File: config.mk
export PLATFORM = sky130hd
export DESIGN_NAME = afe_input_router
export DESIGN_NICKNAME = d
export VERILOG_FILES = /design/src/verilog/afe_route_pkg.sv /design/src/verilog/boxcar_decimator.sv /design/src/verilog/frame_sequencer.sv /design/src/verilog/afe_input_router.sv
export SDC_FILE = /design/constraint.sdc
export NUM_CORES = 1
export LEC_CHECK = 0
export BUFFER_PORTS_ARGS = -buffer_cell sky130_fd_sc_hd__clkbuf_2
export CAP_MARGIN = 20
export CORE_MARGIN = 2
export CORE_UTILIZATION = 62
export DETAILED_ROUTE_END_ITERATION = 7
export GPL_TIMING_DRIVEN = 0
export HOLD_SLACK_MARGIN = 0.06
export PLACE_DENSITY = 0.85
export RECOVER_POWER = 50
export REMOVE_ABC_BUFFERS = 1
export SLEW_MARGIN = 20
export SYNTH_ARGS = -nofsm -noshare
export SYNTH_HDL_FRONTEND = slang
export SYNTH_HIERARCHICAL = 1
export SYNTH_SLANG_ARGS = --single-unit
File: constraint.sdc
create_clock -name pclk -period 7.5 [get_ports pclk]
set_clock_uncertainty 0.1 [all_clocks]
set_input_delay 0.375 -clock pclk [delete_from_list [all_inputs] [get_ports pclk]]
set_output_delay 0.375 -clock pclk [all_outputs]
set_load 0.05 [all_outputs]
File: src/verilog/afe_route_pkg.sv
// Shared constants and types for the front-end input routing block
package afe_route_pkg;
    // Register indices; byte address on the bus is four times the index
    localparam logic [13:0] MUX_BASE_IDX = 14'h2100;
    localparam int          MUX_REG_NUM  = 6;
    localparam logic [13:0] MODE_IDX     = 14'h210c;
    localparam logic [13:0] PREAMP_IDX   = 14'h2704;
    localparam logic [13:0] REMOTE_IDX   = 14'h2709;
    localparam logic [13:0] STATUS_IDX   = 14'h2710;
    // Field positions
    localparam int COUNT_LSB  = 4;
    localparam int DIFF_LSB   = 4;
    localparam int PREAMP_BIT = 5;
    localparam int REMOTE_LSB = 3;
    // Reset values
    localparam logic [7:0] MUX_RESET    = 8'h00;
    localparam logic [7:0] MODE_RESET   = 8'h00;
    localparam logic [7:0] PREAMP_RESET = 8'h00;
    localparam logic [7:0] REMOTE_RESET = 8'h00;
    // Frame and input limits
    localparam logic [3:0] MAX_SLOTS = 4'hb;
    localparam logic [3:0] MAX_INPUT = 4'ha;
    localparam int NUM_PAIRS   = 4;
    localparam int NUM_REMOTE  = 3;
    localparam int FIR_LEN_DEF = 288;
    // Compute-engine RAM write port layout
    localparam int SAMPLE_W = 24;
    localparam int CE_ADDR_W = 5;
    localparam logic [4:0] LOCAL_BASE  = 5'h00;
    localparam logic [4:0] REMOTE_BASE = 5'h10;

    typedef struct packed {
        logic                en;
        logic [4:0]          addr;
        logic [SAMPLE_W-1:0] data;
    } ce_write_type;

    typedef struct packed {
        logic                valid;
        logic [SAMPLE_W-1:0] data;
    } remote_sample_type;

    typedef enum logic [1:0] {
        SEQ_IDLE = 2'b01,
        SEQ_RUN  = 2'b10
    } seq_state_type;
endpackage

File: src/verilog/boxcar_decimator.sv
// Boxcar FIR decimator for the single local converter bit stream
`timescale 1ns/1ps
module boxcar_decimator #(
    parameter int LEN = afe_route_pkg::FIR_LEN_DEF,
    parameter int W   = afe_route_pkg::SAMPLE_W
) (
    input  wire logic         pclk,
    input  wire logic         presetn,
    input  wire logic         restart,
    input  wire logic         bit_in,
    output logic              sample_valid,
    output logic [W-1:0]      sample
);
    localparam int CW = $clog2(LEN);
    localparam logic [CW-1:0] LAST = CW'(LEN - 1);

    generate
        if (LEN < 2 || (2 ** W) <= LEN) begin : g_bad_len
            $error("decimator length does not fit the sample width");
        end
    endgenerate

    logic [CW-1:0] count_reg;
    logic [W-1:0]  acc_reg;

    // Sum LEN bits then dump; restart realigns to a new slot
    always_ff @(posedge pclk or negedge presetn) begin
        if (!presetn) begin
            count_reg    <= '0;
            acc_reg      <= '0;
            sample       <= '0;
            sample_valid <= 1'b0;
        end else if (restart) begin
            count_reg    <= '0;
            acc_reg      <= '0;
            sample_valid <= 1'b0;
        end else if (count_reg == LAST) begin
            count_reg    <= '0;
            acc_reg      <= '0;
            sample       <= acc_reg + W'(bit_in);
            sample_valid <= 1'b1;
        end else begin
            count_reg    <= count_reg + CW'(1);
            acc_reg      <= acc_reg + W'(bit_in);
            sample_valid <= 1'b0;
        end
    end

    a_decim_period: assert property (@(posedge pclk) disable iff (!presetn)
        sample_valid |-> $past(count_reg) == LAST)
        else $error("sample out of decimation period");
endmodule

File: src/verilog/frame_sequencer.sv
// Multiplexer frame sequencer: walks slots from zero to one below the slot count, with the count capped at MAX_SLOTS
`timescale 1ns/1ps
module frame_sequencer (
    input  wire logic         pclk,
    input  wire logic         presetn,
    input  wire logic [3:0]   slot_count,
    input  wire logic         sample_valid,
    output logic [3:0]        slot,
    output logic              frame_start,
    output logic              running
);
    afe_route_pkg::seq_state_type state_reg;
    logic [3:0] len_reg;
    logic [3:0] len_next;
    logic       last_slot;

    // Counts above the slot limit (MAX_SLOTS) are served as a full frame
    assign len_next = (slot_count > afe_route_pkg::MAX_SLOTS) ?
                      afe_route_pkg::MAX_SLOTS : slot_count;
    assign last_slot = (slot == len_reg - 4'h1);
    assign running = (state_reg == afe_route_pkg::SEQ_RUN);

    // A zero count parks the sequencer at the frame boundary
    always_comb begin
        unique case (state_reg)
            afe_route_pkg::SEQ_IDLE:
                frame_start = (slot_count != 4'h0);
            afe_route_pkg::SEQ_RUN:
                frame_start = sample_valid && last_slot &&
                              (slot_count != 4'h0);
            default:
                frame_start = 1'b0;
        endcase
    end

    // Slot advance, one step per converted sample
    always_ff @(posedge pclk or negedge presetn) begin
        if (!presetn) begin
            state_reg <= afe_route_pkg::SEQ_IDLE;
            slot      <= 4'h0;
            len_reg   <= 4'h0;
        end else if (frame_start) begin
            state_reg <= afe_route_pkg::SEQ_RUN;
            slot      <= 4'h0;
            len_reg   <= len_next;
        end else if (running && sample_valid) begin
            if (last_slot) begin
                state_reg <= afe_route_pkg::SEQ_IDLE;
                slot      <= 4'h0;
            end else begin
                slot      <= slot + 4'h1;
            end
        end
    end

    a_frame_from_zero: assert property (@(posedge pclk) disable iff (!presetn)
        frame_start |=> slot == 4'h0 && running)
        else $error("frame did not begin at slot zero");
    a_slot_advance: assert property (@(posedge pclk) disable iff (!presetn)
        running && sample_valid && !last_slot |=> slot == $past(slot) + 4'h1)
        else $error("slot did not advance by one");
    a_frame_length: assert property (@(posedge pclk) disable iff (!presetn)
        running |-> slot < len_reg && len_reg <= 4'hb)
        else $error("slot beyond frame length");
endmodule

File: src/verilog/afe_input_router.sv
// Front-end input routing: config registers, slot muxing, RAM writes
`timescale 1ns/1ps
// Overview of operation
// - Local inputs share one converter through mux
// - Decimate converter bits, store samples in RAM
// - Remote pair samples bypass mux into RAM
// - Slot select fields set sampling order
// - Current inputs single-ended or four differential pairs
// - First pair differential when its bit set
// - Preamp bit selects gain eight, else one
// - Remote bits turn pairs two-four remote
// - Cleared remote bit keeps pair local analog
// - First pair never remote
// - Link carries samples, control and power
// - No remotes: every channel through the mux
// - Frame starts slot zero, runs slot count
// - Eleven inputs single-ended, seven differential
module afe_input_router #(
    parameter int FIR_LEN = afe_route_pkg::FIR_LEN_DEF
) (
    input  wire logic                             pclk,
    input  wire logic                             presetn,
    input  wire logic                             psel,
    input  wire logic                             penable,
    input  wire logic                             pwrite,
    input  wire logic [15:0]                      paddr,
    input  wire logic [31:0]                      pwdata,
    output logic [31:0]                           prdata,
    output logic                                  pready,
    output logic                                  pslverr,
    input  wire logic                             modulator_bit,
    input  afe_route_pkg::remote_sample_type [2:0] remote_sample,
    output afe_route_pkg::ce_write_type           ce_write,
    output logic [3:0]                            slot_input_select,
    output logic [3:0]                            pair_differential,
    output logic                                  preamp_gain8,
    output logic [2:0]                            remote_pair_enable
);
    localparam int NR = afe_route_pkg::NUM_REMOTE;
    localparam int SW = afe_route_pkg::SAMPLE_W;

    // Register file as written by software
    logic [7:0] mux_reg [afe_route_pkg::MUX_REG_NUM];
    logic [7:0] mode_reg;
    logic [7:0] preamp_reg;
    logic [7:0] remote_reg;

    // Copies in force for the frame under way
    logic [7:0] act_mux_reg [afe_route_pkg::MUX_REG_NUM];
    logic [3:0] act_diff_reg;
    logic       act_preamp_reg;
    logic [2:0] act_remote_reg;

    logic       bit_meta_reg;
    logic       bit_sync_reg;
    logic [3:0] slot;
    logic       frame_start;
    logic       running;
    logic       local_valid;
    logic [SW-1:0] local_sample;
    logic [3:0] slot_now_reg;
    logic       select_error;

    logic [13:0] idx;
    logic        setup;
    logic        access;
    logic        mux_hit;
    logic [2:0]  mux_sel;
    logic        mapped;
    logic [7:0]  rd_byte;

    logic [NR-1:0]  pend_reg;
    logic [SW-1:0]  pend_data_reg [NR];
    logic [NR-1:0]  grant;

    // Converter bit arrives from the analog side: two-flop synchroniser
    always_ff @(posedge pclk or negedge presetn) begin
        if (!presetn) begin
            bit_meta_reg <= 1'b0;
            bit_sync_reg <= 1'b0;
        end else begin
            bit_meta_reg <= modulator_bit;
            bit_sync_reg <= bit_meta_reg;
        end
    end

    // One decimator serves all local slots in turn
    boxcar_decimator #(
        .LEN (FIR_LEN),
        .W   (SW)
    ) u_decim (
        .pclk         (pclk),
        .presetn      (presetn),
        .restart      (frame_start),
        .bit_in       (bit_sync_reg),
        .sample_valid (local_valid),
        .sample       (local_sample)
    );

    frame_sequencer u_seq (
        .pclk         (pclk),
        .presetn      (presetn),
        .slot_count   (mux_reg[0][7:afe_route_pkg::COUNT_LSB]),
        .sample_valid (local_valid),
        .slot         (slot),
        .frame_start  (frame_start),
        .running      (running)
    );

    // Bus decode; reads answer in the access phase without wait states
    assign idx     = paddr[15:2];
    assign setup   = psel && !penable;
    assign access  = psel && penable;
    assign mux_hit = (idx >= afe_route_pkg::MUX_BASE_IDX) &&
                     (idx < afe_route_pkg::MUX_BASE_IDX + 14'h6);
    assign mux_sel = mux_hit ?
                     3'(idx - afe_route_pkg::MUX_BASE_IDX) : 3'h0;
    assign mapped  = mux_hit || idx == afe_route_pkg::MODE_IDX ||
                     idx == afe_route_pkg::PREAMP_IDX ||
                     idx == afe_route_pkg::REMOTE_IDX ||
                     idx == afe_route_pkg::STATUS_IDX;
    assign pready  = 1'b1;

    // Read mux; status shows the slot registered one clock late and the live sequencer state
    always_comb begin
        rd_byte = 8'h00;
        if (mux_hit) begin
            rd_byte = mux_reg[mux_sel];
        end else if (idx == afe_route_pkg::MODE_IDX) begin
            rd_byte = mode_reg;
        end else if (idx == afe_route_pkg::PREAMP_IDX) begin
            rd_byte = preamp_reg;
        end else if (idx == afe_route_pkg::REMOTE_IDX) begin
            rd_byte = remote_reg;
        end else if (idx == afe_route_pkg::STATUS_IDX) begin
            rd_byte = {2'b00, select_error, running, slot_now_reg};
        end
    end

    // Read data is captured in setup so it comes from a flop
    always_ff @(posedge pclk or negedge presetn) begin
        if (!presetn) begin
            prdata  <= 32'h0000_0000;
            pslverr <= 1'b0;
        end else if (setup) begin
            prdata  <= {24'h00_0000, rd_byte};
            pslverr <= !mapped;
        end
    end

    // Register writes land in the access phase only
    always_ff @(posedge pclk or negedge presetn) begin
        if (!presetn) begin
            for (int i = 0; i < afe_route_pkg::MUX_REG_NUM; i++) begin
                mux_reg[i] <= afe_route_pkg::MUX_RESET;
            end
            mode_reg   <= afe_route_pkg::MODE_RESET;
            preamp_reg <= afe_route_pkg::PREAMP_RESET;
            remote_reg <= afe_route_pkg::REMOTE_RESET;
        end else if (access && pwrite) begin
            if (mux_hit) begin
                mux_reg[mux_sel] <= pwdata[7:0];
            end
            if (idx == afe_route_pkg::MODE_IDX) begin
                mode_reg <= pwdata[7:0];
            end
            if (idx == afe_route_pkg::PREAMP_IDX) begin
                preamp_reg <= pwdata[7:0];
            end
            if (idx == afe_route_pkg::REMOTE_IDX) begin
                remote_reg <= pwdata[7:0];
            end
        end
    end

    // Settings take hold only at a frame boundary, never mid-frame;
    // software that holds the count at zero gets no frame meanwhile
    always_ff @(posedge pclk or negedge presetn) begin
        if (!presetn) begin
            for (int i = 0; i < afe_route_pkg::MUX_REG_NUM; i++) begin
                act_mux_reg[i] <= afe_route_pkg::MUX_RESET;
            end
            act_diff_reg   <= 4'h0;
            act_preamp_reg <= 1'b0;
            act_remote_reg <= 3'h0;
        end else if (frame_start) begin
            for (int i = 0; i < afe_route_pkg::MUX_REG_NUM; i++) begin
                act_mux_reg[i] <= mux_reg[i];
            end
            act_diff_reg   <= mode_reg[afe_route_pkg::DIFF_LSB +: 4];
            act_preamp_reg <= preamp_reg[afe_route_pkg::PREAMP_BIT];
            act_remote_reg <= remote_reg[afe_route_pkg::REMOTE_LSB +: 3];
        end
    end

    // Slot s lives in byte 5 - s/2, low nibble for even s
    always_comb begin
        logic [7:0] sel_byte;
        sel_byte = act_mux_reg[3'(3'h5 - slot[3:1])];
        slot_input_select = slot[0] ? sel_byte[7:4] : sel_byte[3:0];
    end

    // Pair settings drive the analog front end; the first pair has
    // no remote bit, so it is always a local analog input
    assign pair_differential  = act_diff_reg;
    assign preamp_gain8       = act_preamp_reg;
    assign remote_pair_enable = act_remote_reg;

    // A slot naming a missing input, or the odd half of a differential
    // pair, converts anyway; the flag lets software spot the setting
    always_comb begin
        logic [1:0] pair;
        pair = slot_input_select[2:1];
        select_error = 1'b0;
        if (running && slot_input_select > afe_route_pkg::MAX_INPUT) begin
            select_error = 1'b1;
        end else if (running && !slot_input_select[3] &&
                     slot_input_select[0] && act_diff_reg[pair]) begin
            select_error = 1'b1;
        end
    end

    // Status copy of the slot in service
    always_ff @(posedge pclk or negedge presetn) begin
        if (!presetn) begin
            slot_now_reg <= 4'h0;
        end else begin
            slot_now_reg <= slot;
        end
    end

    // Remote samples wait here when a local sample owns the write port.
    // New arrival beats the drain in the same cycle, so none is lost;
    // with its bit clear a pair's link samples are dropped.
    generate
        for (genvar p = 0; p < NR; p++) begin : g_remote
            always_ff @(posedge pclk or negedge presetn) begin
                if (!presetn) begin
                    pend_reg[p]      <= 1'b0;
                    pend_data_reg[p] <= '0;
                end else if (remote_sample[p].valid &&
                             act_remote_reg[p]) begin
                    pend_reg[p]      <= 1'b1;
                    pend_data_reg[p] <= remote_sample[p].data;
                end else if (grant[p]) begin
                    pend_reg[p]      <= 1'b0;
                end
            end
            assign grant[p] = pend_reg[p] && !(local_valid && running) &&
                              (pend_reg & ((3'h1 << p) - 3'h1)) == 3'h0;
        end
    endgenerate

    // One RAM write port: in-frame local slot first, then lowest remote
    always_ff @(posedge pclk or negedge presetn) begin
        if (!presetn) begin
            ce_write <= '0;
        end else begin
            ce_write.en <= (local_valid && running) || (grant != 3'h0);
            if (local_valid && running) begin
                ce_write.addr <= afe_route_pkg::LOCAL_BASE + 5'(slot);
                ce_write.data <= local_sample;
            end else begin
                for (int p = 0; p < NR; p++) begin
                    if (grant[p]) begin
                        ce_write.addr <= afe_route_pkg::REMOTE_BASE +
                                         5'(p + 1);
                        ce_write.data <= pend_data_reg[p];
                    end
                end
            end
        end
    end

    a_local_store: assert property (@(posedge pclk) disable iff (!presetn)
        local_valid && running |=> ce_write.en &&
        ce_write.addr == afe_route_pkg::LOCAL_BASE + 5'($past(slot)))
        else $error("local sample not stored at its slot");
    a_remote_store: assert property (@(posedge pclk) disable iff (!presetn)
        remote_sample[0].valid && act_remote_reg[0] |-> ##[1:4]
        ce_write.en && ce_write.addr == afe_route_pkg::REMOTE_BASE + 5'h1)
        else $error("remote sample not stored");
    a_remote_gated: assert property (@(posedge pclk) disable iff (!presetn)
        !act_remote_reg[1] && !pend_reg[1] |=> !pend_reg[1])
        else $error("disabled pair accepted a sample");
    a_hold_in_frame: assert property (@(posedge pclk) disable iff (!presetn)
        !frame_start |=> $stable(preamp_gain8) &&
        $stable(remote_pair_enable) && $stable(pair_differential))
        else $error("setting changed inside a frame");
    a_preamp_gain: assert property (@(posedge pclk) disable iff (!presetn)
        frame_start |=> preamp_gain8 == $past(preamp_reg[5]))
        else $error("preamp gain not taken at frame start");
    a_remote_route: assert property (@(posedge pclk) disable iff (!presetn)
        frame_start |=> remote_pair_enable == $past(remote_reg[5:3]))
        else $error("remote enables not taken");
    a_diff_first: assert property (@(posedge pclk) disable iff (!presetn)
        frame_start |=> pair_differential[0] == $past(mode_reg[4]))
        else $error("first pair mode not taken");
    a_unmapped_err: assert property (@(posedge pclk) disable iff (!presetn)
        access && !mapped |-> pslverr)
        else $error("unmapped access not flagged");

    c_full_frame: cover property (@(posedge pclk) disable iff (!presetn)
        running ##1 frame_start);
    c_remote_wait: cover property (@(posedge pclk) disable iff (!presetn)
        local_valid && pend_reg != 3'h0);
    c_reg_write: cover property (@(posedge pclk) disable iff (!presetn)
        access && pwrite && idx == afe_route_pkg::REMOTE_IDX);
endmodule

==> out/results.ini <==
[global_routing]
globalRoute.totalOverflow=0
antenna_found_initial=0
grt_max_degree=87
grt_pass1_vias=11900
grt_pass1_wl_mm=65.6
grt_util_all_layers_pct=34.5

[pwr]
p_sw_mw=0.918
clkPwrFrac_pct=48.4
powerDensity_nw_per_um2=218
comb_power_share_pct=6.2
p_int_mw=2.94
vdd_ir_drop_max_uv=192
p_leak_nw=8.63
p_sw_share_pct=23.8
share_seq_of_total_power_pct=45.4

[final_layout]
layout.nets=1598
n_antenna_cell=0
layout.cells.non_filler=1808
largest_register_ffs=72
area_growth_syn_to_layout_pct=21.1
final_cell_area_um2=17700
final_core_utilization_pct=76.0
drive_above_1_share_pct=31.0

[timing]
fin_ws_ps=3150
setup-violations-final=0
period_minus_slack_ps=4350
slew_viol_final=33
rsz0062_at_grt=false
slew-limit-headroom_pct=-52.0
worstMarginPinSlew_ps=2280
hold_violations=0
fmax_mhz=230
timing.final.crit_share_pct=58.0

[cts]
cts_made_buffers=35
clock_latency_ps=520
clockRootBuffer=clkbuf_16
cts_tree=yes
htreeDepth=2
cts_buffer_depth=3
path_clk_slew_ps=60
post_cts_resize_count=0
cts.sinks=316

[die]
initial_core_util_pct=62.7
die_w_um=158
core_um2=23300
rows=56
die-area_um2=24900
pin_count=205
die_h_um=158

[critical_path]
crit_path_start=u_seq/slot[3]
critPathCaptureType=register
ff2ff_setup_slack_ps=3150
worstPathArrival_ps=4600
worstPathRequired_ps=7740
crit_path_end=u_decim/sample[4]
path_class=register to register
r2r-end=u_decim/sample[4]
reg2reg_from=u_seq/slot[3]
r2r.worst_path.cells=7
start_kind=register
path_max_fanout=73

[synth]
synth_top_area_cell=dfrtp_1
synth_commonest_cells=dfrtp_1, mux2_2, nor2_1, nand2_1, o21ai_0
synth_edf_count=0
netlist-cell-type-count=77
synth-main-ff-cell=dfrtp_1
synth-xor-area-share_pct=1.83
synth_cells=1247
ys_warn_count=6
yosysMostFrequentCell=dfrtp_1
synthSimpleGateAreaFrac_pct=11.0
synth_mux_area_share_pct=19.6
ys_ff_latch=316
syn_avg_cell_area_um2=11.7
synth_top_family_by_area=multiplexers
synthAdderAreaFrac_pct=0.598
synth_top_area_share_pct=53.8
yosysSeqAreaShare_pct=54.0
synthArstFlopShare_pct=100
synth_compound_area_share_pct=9.38
syn_area_um2=14600
synthTopCellsByArea=dfrtp_1, mux2_2, mux2i_1

[route]
routed_via_density=6.32
ant_nets=0
wl_per_cell_um=23.3
routed_wl_mm=42.1
drtPass1Iterations=5
drc=0
drt_first_iter_violations=1061
via_count=11400

[outcome]
violations=max-capacitance violations, max-slew violations
outcome=complete, but fails checks

[placement]
dpl.hpwl_mm=24.0
dp.cells=1670
placed_area_um2=15700
io_buffers=153
routabilityCongestion=0.937
preCtsSetupSlack_ps=3430

[job]
cap_viol_max_count=1

[worst_hold_path]
hold_path_class=input port to register

what timing repair did:
item,CTS,global route
hold endpoints to repair,162,0
setup buffers,0,0
hold buffers,74,0
power by group through the flow:
stage	Combinational (mW)	Clock (mW)	Sequential, mW
global placement	0.187	0	1.78
finish	0.239	1.87	1.75
CTS	0.234	1.85	1.75
detailed placement	0.200	0	1.78
floorplan	0.0855	0	1.79
global route	0.259	1.95	1.75
logic make-up after synthesis:
kind of cell / after synthesis
other: 2
adder cells (fa/ha/maj): 7
AND/OR/NAND/NOR: 308
XOR/XNOR: 29
flip-flops: 316
buffers and inverters: 110
AO/OA/AOI/OAI: 216
multiplexers: 259
worst min path at each step:
stage,endpoint,slack [ps],start,depth (start not counted)
3_3_place_gp,bit_sync_reg,240,bit_meta_reg,0
3_5_place_dp,pend_data_reg[70],210,presetn,1
6_report,mux_reg[10],160,pwdata[2],2
4_1_cts,mux_reg[10],150,pwdata[2],2
2_1_floorplan,act_mux_reg[0],-20,presetn,0
5_1_grt,remote_reg[2],180,pwdata[2],2
layout by cell type, fill, tap and decap left out, types with 22 or more instances in the layout:
cell,n
clkbuf_16,36
mux2_2,201
conb_1,25
inv_1,22
nor2_1,94
dlygate4sd3_1,74
mux2i_1,55
o21ai_0,69
clkbuf_2,149
nand2_1,87
dfrtp_1,315
nand3_1,23
a21oi_1,47
o211ai_1,26
through the flow:
step                      hold WS, ps  setup TNS (ps)  total power [mW]
after floorplan                 -20.6               0              1.87
after global placement            235         -179300              1.97
after detailed placement          209               0              1.98
after CTS                         149               0              3.83
after global routing              181               0              3.96
final                             158               0              3.86
metal layers:
metal | GRT usage [%] | wire (µm) | up-vias
met4 | 22.1 | 2660 | 0
met3 | 7.83 | 3640 | 216
met5 | 0 | 0 | -
met2 | 55.1 | 20100 | 671
met1 | 42.5 | 15700 | 5649
li1 | - | - | 4885
worst max-delay path, stage by stage (launching register included):
cell and delay (ps):
dfrtp_1 1180, xnor2_1 230, xnor2_1 250, nor3_4 360, o21ai_4 110, inv_4 680
or4_1 930, o21ai_0 250
cell type report:
class | instances | area [µm²]
Clock inverter | 19 | 259
Multi-Input combinational cell | 844 | 6330
Tap cell | 319 | 399
Fill cell | 1304 | 5600
Clock buffer | 45 | 1000
Timing Repair Buffer | 242 | 1740
Sequential cell | 316 | 7910
Inverter | 23 | 88.8
No activity file was read; power rests on OpenSTA's default activity.
